<file path="src/shared/ced_defines.svh">
// Constants for the configuration error detect block.
// Included by the package and the error detect module; definitions only.
`ifndef CED_DEFINES_SVH
`define CED_DEFINES_SVH

// 40 MHz ref clock; serial clock = ref / (2 * half period)
`define CED_CLK_PERIOD_NS      25
`define CED_SCLK_HALF_CYC      8'h04
`define CED_POST_WAIT_CLKS     8'h10
`define CED_ADDR_W             21
`define CED_ADDR_ZERO          21'h000000
`define CED_BIT_COUNT_DEF      21'h000400
`define CED_POR_CYC_DEF        24'h000100
`define CED_SUPPLY_5V0         1'h0
`define CED_SUPPLY_3V3         1'h1

`endif

</file>
<file path="src/shared/ced_pkg.sv">
// Types shared by the configuration error detect design.
// Assumes ced_defines.svh is reachable on the include path.
`include "ced_defines.svh"

package ced_pkg;

    typedef enum logic [2:0] {
        CED_POR,
        CED_IDLE,
        CED_SEND,
        CED_WAIT_DONE,
        CED_ERROR,
        CED_FINISHED
    } ced_state_e;

    typedef logic [`CED_ADDR_W-1:0] ced_addr_t;

endpackage : ced_pkg

</file>
<file path="src/rtl/ced_sync2.sv">
// Two-flop synchroniser for one pin input.
// Assumes the input is asynchronous to ref_clk; first flop feeds only the second.
`timescale 1ns/1ps

module ced_sync2 (
    input  wire logic ref_clk,
    input  wire logic resetn,
    input  wire logic rst_val,
    input  wire logic pin_in,
    output logic      sync_out
);

    logic meta;

    always_ff @(posedge ref_clk) begin
        if (!resetn) begin
            meta     <= rst_val;
            sync_out <= rst_val;
        end else begin
            meta     <= pin_in;
            sync_out <= meta;
        end
    end

endmodule : ced_sync2

</file>
<file path="src/rtl/ced_config_error_detect.sv">
// Serial configuration master with error detection and restart.
// Assumes a 40 MHz ref_clk; pins come from another party and are synchronised here.
//
// Function
// - Early done rise aborts and pulls enable low
// - Wait 16 serial clocks for done after data
// - Missing done after wait pulls enable low
// - Auto-restart option restarts after an error
// - External low on enable resets the device
// - Supply select low 5 V, high 3.3 V
// - Start instruction begins target configuration
// - Enable low clears counter, floats data
// - Hold enable low during power-on reset
// - After done, idle with serial clock low
`timescale 1ns/1ps
`include "ced_defines.svh"

module ced_config_error_detect
    import ced_pkg::*;
#(
    parameter logic [`CED_ADDR_W-1:0] BIT_COUNT = `CED_BIT_COUNT_DEF,
    parameter logic [23:0]            POR_CYC   = `CED_POR_CYC_DEF
) (
    input  wire logic       ref_clk,
    input  wire logic       resetn,
    input  wire logic       chip_select_low_in,
    input  wire logic       oe_in,
    output logic            oe_out,
    output logic            oe_oe,
    output logic            serial_clock_out,
    output logic            data_out,
    output logic            data_oe,
    output logic            mem_rd,
    output logic [`CED_ADDR_W-1:0] mem_addr,
    input  wire logic       mem_bit,
    input  wire logic       auto_restart,
    input  wire logic       supply_level_select,
    output logic            low_voltage_mode,
    input  wire logic       start_config_instruction,
    output logic            config_error,
    output logic            config_done
);

    ced_state_e state;
    ced_state_e next_state;
    logic       cs_low_s;
    logic       oe_s;
    logic       ext_oe_low;
    logic [7:0] div_cnt;
    logic       sel_s;
    logic       sclk_fall;
    logic [7:0] wait_cnt;
    logic [23:0] por_cnt;
    ced_addr_t  addr;
    logic       last_bit;

    ced_sync2 u_sync_cs (
        .ref_clk  (ref_clk),
        .resetn   (resetn),
        .rst_val  (1'b1),
        .pin_in   (chip_select_low_in),
        .sync_out (cs_low_s)
    );

    ced_sync2 u_sync_oe (
        .ref_clk  (ref_clk),
        .resetn   (resetn),
        .rst_val  (1'b1),
        .pin_in   (oe_in),
        .sync_out (oe_s)
    );

    // Strap pin is static, but it still enters from outside the clock domain
    ced_sync2 u_sync_sel (
        .ref_clk  (ref_clk),
        .resetn   (resetn),
        .rst_val  (`CED_SUPPLY_5V0),
        .pin_in   (supply_level_select),
        .sync_out (sel_s)
    );

    // Line low while we are not pulling it means someone else pulled it
    assign ext_oe_low = !oe_s && !oe_oe;

    function automatic logic drives_low(input ced_state_e s);
        drives_low = (s == CED_POR) || (s == CED_ERROR);
    endfunction : drives_low

    function automatic logic runs_clock(input ced_state_e s);
        runs_clock = (s == CED_SEND) || (s == CED_WAIT_DONE);
    endfunction : runs_clock

    // Divider stops on the leaving edge, so idle never starts with the clock high
    always_ff @(posedge ref_clk) begin
        if (!resetn || !runs_clock(state) || !runs_clock(next_state)) begin
            div_cnt          <= 8'h00;
            serial_clock_out <= 1'b0;
        end else if (div_cnt == `CED_SCLK_HALF_CYC - 8'h01) begin
            div_cnt          <= 8'h00;
            serial_clock_out <= !serial_clock_out;
        end else begin
            div_cnt <= div_cnt + 8'h01;
        end
    end

    assign sclk_fall = (div_cnt == `CED_SCLK_HALF_CYC - 8'h01) && serial_clock_out;
    assign last_bit  = (addr == BIT_COUNT - `CED_ADDR_W'(1));

    always_ff @(posedge ref_clk) begin
        if (!resetn) begin
            por_cnt <= 24'h000000;
        end else if (state == CED_POR) begin
            por_cnt <= por_cnt + 24'h000001;
        end
    end

    always_comb begin
        next_state = state;
        case (state)
            CED_POR: begin
                if (por_cnt >= POR_CYC - 24'h000001) begin
                    next_state = CED_IDLE;
                end
            end
            CED_IDLE: begin
                // Master only starts with done low
                if (!cs_low_s && oe_s) begin
                    next_state = CED_SEND;
                end
            end
            CED_SEND: begin
                if (cs_low_s) begin
                    next_state = CED_ERROR;
                end else if (sclk_fall && last_bit) begin
                    next_state = CED_WAIT_DONE;
                end
            end
            CED_WAIT_DONE: begin
                if (cs_low_s) begin
                    next_state = CED_FINISHED;
                end else if (sclk_fall && wait_cnt == `CED_POST_WAIT_CLKS - 8'h01) begin
                    next_state = CED_ERROR;
                end
            end
            CED_ERROR: begin
                if (auto_restart) begin
                    next_state = CED_IDLE;
                end
            end
            CED_FINISHED: begin
                next_state = CED_FINISHED;
            end
            default: next_state = CED_IDLE;
        endcase
        if (state != CED_POR && start_config_instruction) begin
            next_state = CED_IDLE;
        end
        if (ext_oe_low) begin
            next_state = CED_IDLE;
        end
    end

    always_ff @(posedge ref_clk) begin
        if (!resetn) begin
            state <= CED_POR;
        end else begin
            state <= next_state;
        end
    end

    // Error state holds until a restart, start instruction or reset
    always_ff @(posedge ref_clk) begin
        if (!resetn) begin
            config_error <= 1'b0;
        end else if (next_state == CED_ERROR) begin
            config_error <= 1'b1;
        end else if (next_state == CED_SEND) begin
            config_error <= 1'b0;
        end
    end

    always_ff @(posedge ref_clk) begin
        if (!resetn) begin
            config_done <= 1'b0;
        end else begin
            config_done <= (next_state == CED_FINISHED);
        end
    end

    always_ff @(posedge ref_clk) begin
        if (!resetn || !oe_s || state != CED_WAIT_DONE) begin
            wait_cnt <= 8'h00;
        end else if (sclk_fall) begin
            wait_cnt <= wait_cnt + 8'h01;
        end
    end

    // Address counter cleared whenever enable line reads low
    always_ff @(posedge ref_clk) begin
        if (!resetn || !oe_s || state != CED_SEND) begin
            addr <= `CED_ADDR_ZERO;
        end else if (sclk_fall && !last_bit) begin
            addr <= addr + `CED_ADDR_W'(1);
        end
    end

    assign mem_addr = addr;
    assign mem_rd   = (state == CED_SEND);

    // Data changes after the falling edge, target samples on rising edge
    always_ff @(posedge ref_clk) begin
        if (!resetn) begin
            data_out <= 1'b0;
            data_oe  <= 1'b0;
        end else if (!oe_s || state != CED_SEND) begin
            data_out <= 1'b0;
            data_oe  <= 1'b0;
        end else begin
            data_out <= mem_bit;
            data_oe  <= 1'b1;
        end
    end

    // Open drain: only ever drives low
    always_ff @(posedge ref_clk) begin
        if (!resetn) begin
            oe_oe <= 1'b1;
        end else begin
            oe_oe <= drives_low(next_state);
        end
    end

    assign oe_out = 1'b0;

    always_ff @(posedge ref_clk) begin
        if (!resetn) begin
            low_voltage_mode <= `CED_SUPPLY_5V0;
        end else begin
            low_voltage_mode <= (sel_s == `CED_SUPPLY_3V3);
        end
    end

endmodule : ced_config_error_detect

</file>
<file path="config.mk">
export PLATFORM = sky130hd
export DESIGN_NAME = ced_config_error_detect
export DESIGN_NICKNAME = d
export VERILOG_FILES = /design/src/shared/ced_pkg.sv /design/src/rtl/ced_sync2.sv /design/src/rtl/ced_config_error_detect.sv
export VERILOG_INCLUDE_DIRS = /design/src /design/src/shared
export SDC_FILE = /design/constraint.sdc
export NUM_CORES = 1
export LEC_CHECK = 0
export BUFFER_PORTS_ARGS = -buffer_cell sky130_fd_sc_hd__buf_2
export CORE_MARGIN = 8
export CORE_UTILIZATION = 46
export DETAILED_ROUTE_END_ITERATION = 10
export PLACE_DENSITY = 0.65
export RECOVER_POWER = 100
export SLEW_MARGIN = 10
export SYNTH_ARGS = -nofsm -noshare
export SYNTH_HDL_FRONTEND = slang
export SYNTH_HIERARCHICAL = 1
export SYNTH_SLANG_ARGS = --single-unit
</file>
<file path="constraint.sdc">
create_clock -name ref_clk -period 2 [get_ports ref_clk]
set_input_delay 0.2 -clock ref_clk [delete_from_list [all_inputs] [get_ports ref_clk]]
set_output_delay 0.2 -clock ref_clk [all_outputs]
set_load 0.1 [all_outputs]
</file>
==> reports/metrics.cfg <==
[final_layout]
fillers = 699
areaGrowthSynthToFinish_pct = 16.6
layout_commonest_cell = nor2_1
fin_util = 0.556
nNetsFinal = 439
regArea_um2 = 1580
diodes = 0
layout-drive-gt1-share = 0.241
multi_input_area_um2 = 1860
final_cells = 531
stdcell_area_um2 = 4030
layout_common_cells = nor2_1 (60), dfxtp_1 (54), xor2_1 (36)

[floorplanning]
die_x_um = 103
initial_core_util = 0.477
coreArea_um2 = 7250
die_h_um = 103
ios = 38
dieArea_um2 = 10500
rows = 31

[yosys]
synth.area.top_cells = dfxtp_1 (45%), xor2_1 (9.1%), nor2_1 (6.6%)
synthCells = 375
ys_types = 50
synth_edf_count = 0
synth_top_area_cell = dfxtp_1
synthFlopType = dfxtp_1
avgSynthCellArea_um2 = 9.22
synthArstFlopShare = 0
synth-seq-cells = 77
synth_area_um2 = 3460
yosys_warnings = 6
yosysTopAreaCellShare = 0.446
seq_area_frac_synth = 0.446

[setup_path]
critical_path_arrival_ns = 2.15
end_kind = flip-flop
start_kind = flip-flop
slowest_delay_ns = 0.36
crit_family = simple AND/OR/NAND/NOR gates
path_class = reg2reg
path_max_fanout = 5
cp_slowest_cell = dfxtp_4
cp.required_ns = 2.24
cp_cell_sequence = ha_1, and2_2, and4_2, a211oi_4, and4_1, xnor2_1, nor2_1
r2r_slack_ns = 0.1
critPathBufInv = 0
r2r-start = mem_addr[0]
cp-startpoint = mem_addr[0]

[power_and_ir_drop]
intPower_mw = 2.23
p_leak_nw = 1.51
clock_power_share = 0.381
sw_frac_of_total = 0.254
power_frac_seq = 0.536
power_density_nw_per_um2 = 742
combPwrFrac = 0.083
switchingPower_mw = 0.760
ir_worst_vdd_mv = 0.419

[timing]
rsz0062_at_grt = true
period_minus_slack_ns = 1.90
tightestPinTransition_ns = 1.18
tns_ns = 0
slew_headroom = 0.214
drv_slew = 0
setup_violations = 0
fin_skew_ns = 0.00896
hold_viol = 0
whs_ns = 0.0546
fmax_ghz = 0.525
period_share = 0.952

[drt]
drtIter0Drc = 142
drtPass1Iterations = 4
dr_total_vias = 2696
drt_wl_total_um = 6890
via_per_inst = 5.08
wl_per_cell_um = 13.0
antenna_left = 0
drc = 0

[place]
place_congestion = 0.798
place_inst = 514
place_hpwl_um = 5000
numPortBuffers = 36
placed_area_um2 = 3840

[global_route]
grt_max_degree = 26
grt_pass1_vias = 2565
antenna_found_initial = 0
overflow = 0
grt_pass1_wl_um = 11500
grt.total_usage = 0.137

[cts]
numCtsBuffers = 9
cts_root_buf = clkbuf_8
clk_transition_reported_paths_ns = 0.08
ctsHtreeMaxLevel = 3
cts_max_path_buffers = 2
clkSinkCount = 77
cts_tree = built
postCtsHoldBufs = 0
clock_latency_ns = 0.34

[worst_hold_path]
min_path_type = in2reg
hold_path_startpoint = mem_bit

[job]
cap_violations = 0

[outcome]
status = completed

-- worst reg2reg max path, delay by kind of cell, from the launching register on --
kind	cells	cell delay, ns
compound gates	1	0.32
xor+xnor	1	0.11
fa+ha+maj	1	0.22
flops	1	0.36
simple gates	4	0.79
-- path summary, 6_finish.rpt --
check / end / depth (start not counted)
min: data_out / 2
min reg2reg: div_cnt[0] / 1
max: mem_addr[9] / 7
max reg2reg: mem_addr[9] / 7
-- repair_timing --
action,in CTS,in global routing
setup buffers,0,1
endpoints found under the setup margin,0,17
gates resized for setup,0,4
-- metrics by stage --
| stage | worst slack, ns | power [mW] |
|---|---|---|
| 3_5_place_dp | 0.0935 | 1.89 |
| 2_1_floorplan | 0.000283 | 1.83 |
| 4_1_cts | 0.0691 | 3.03 |
| 6_report | 0.0970 | 2.99 |
| 3_3_place_gp | 0.102 | 1.88 |
| 5_1_grt | -0.0109 | 3.12 |
-- layer usage --
metal	global-route usage	vias up	routed length, um
li1	-	1397	-
met1	0.175	1239	3330
met2	0.212	53	3010
met3	0.0398	7	470
met4	0.0519	0	78
met5	0	-	0
-- area by class of cell --
class,count,area share
sequential,77,0.393
tap,99,0.0307
timing repair buffer,46,0.0627
clock inverter,6,0.0155
inverter,6,0.00559
clock buffer,10,0.0317
multi-input combinational,287,0.461
-- Yosys cell counts, types with 2 or more instances --
master	instances
a21oi_1	11
and2_1	5
and3_1	9
and4_1	7
buf_2	3
buf_4	2
clkbuf_1	4
conb_1	2
dfxtp_1	77
ha_1	4
inv_1	6
mux2_2	6
mux2i_1	2
nand2_1	26
nand3_1	27
nand4_1	13
nand4_4	2
nor2_1	61
nor2b_1	2
nor3_1	5
nor3_4	3
nor4_1	8
o21ai_0	9
or3_1	5
xnor2_1	16
xor2_1	36
-- sequential cells by signal, indices dropped and copies added (netlist names) --
signal,cells
div_cnt,8
state,3
mem_addr,21
serial_clock_out,1
u_sync_oe/meta,1
config_error,1
low_voltage_mode,1
oe_oe,1
data_out,1
config_done,1
u_sync_sel/sync_out,1
u_sync_oe/sync_out,1
u_sync_cs/sync_out,1
wait_cnt,8
u_sync_cs/meta,1
por_cnt,24
data_oe,1
u_sync_sel/meta,1
-- power groups by stage --
stage               registers, mW  clock network, mW  logic [mW]
floorplan                    1.68                  0       0.149
global placement             1.64                  0       0.246
detailed placement           1.64                  0       0.248
CTS                          1.60               1.18       0.249
global route                 1.61               1.24       0.272
finish                       1.60               1.14       0.248
-- cells by family (layout without fill, tap and decap cells) --
logic type                 after synthesis  in the layout  share of synthesized area
muxes                                    8              8                     0.0253
adders and majority gates                4              4                     0.0145
and+or+nand+nor                        188            188                      0.304
xor gates and xnor gates                52             52                      0.132
other                                    2              7                    0.00217
buffers and inverters                   16             68                     0.0228
AOI/OAI and AO/OA                       28             28                     0.0543
DFF                                     77             77                      0.446
Power figures use the tool's default switching activity.
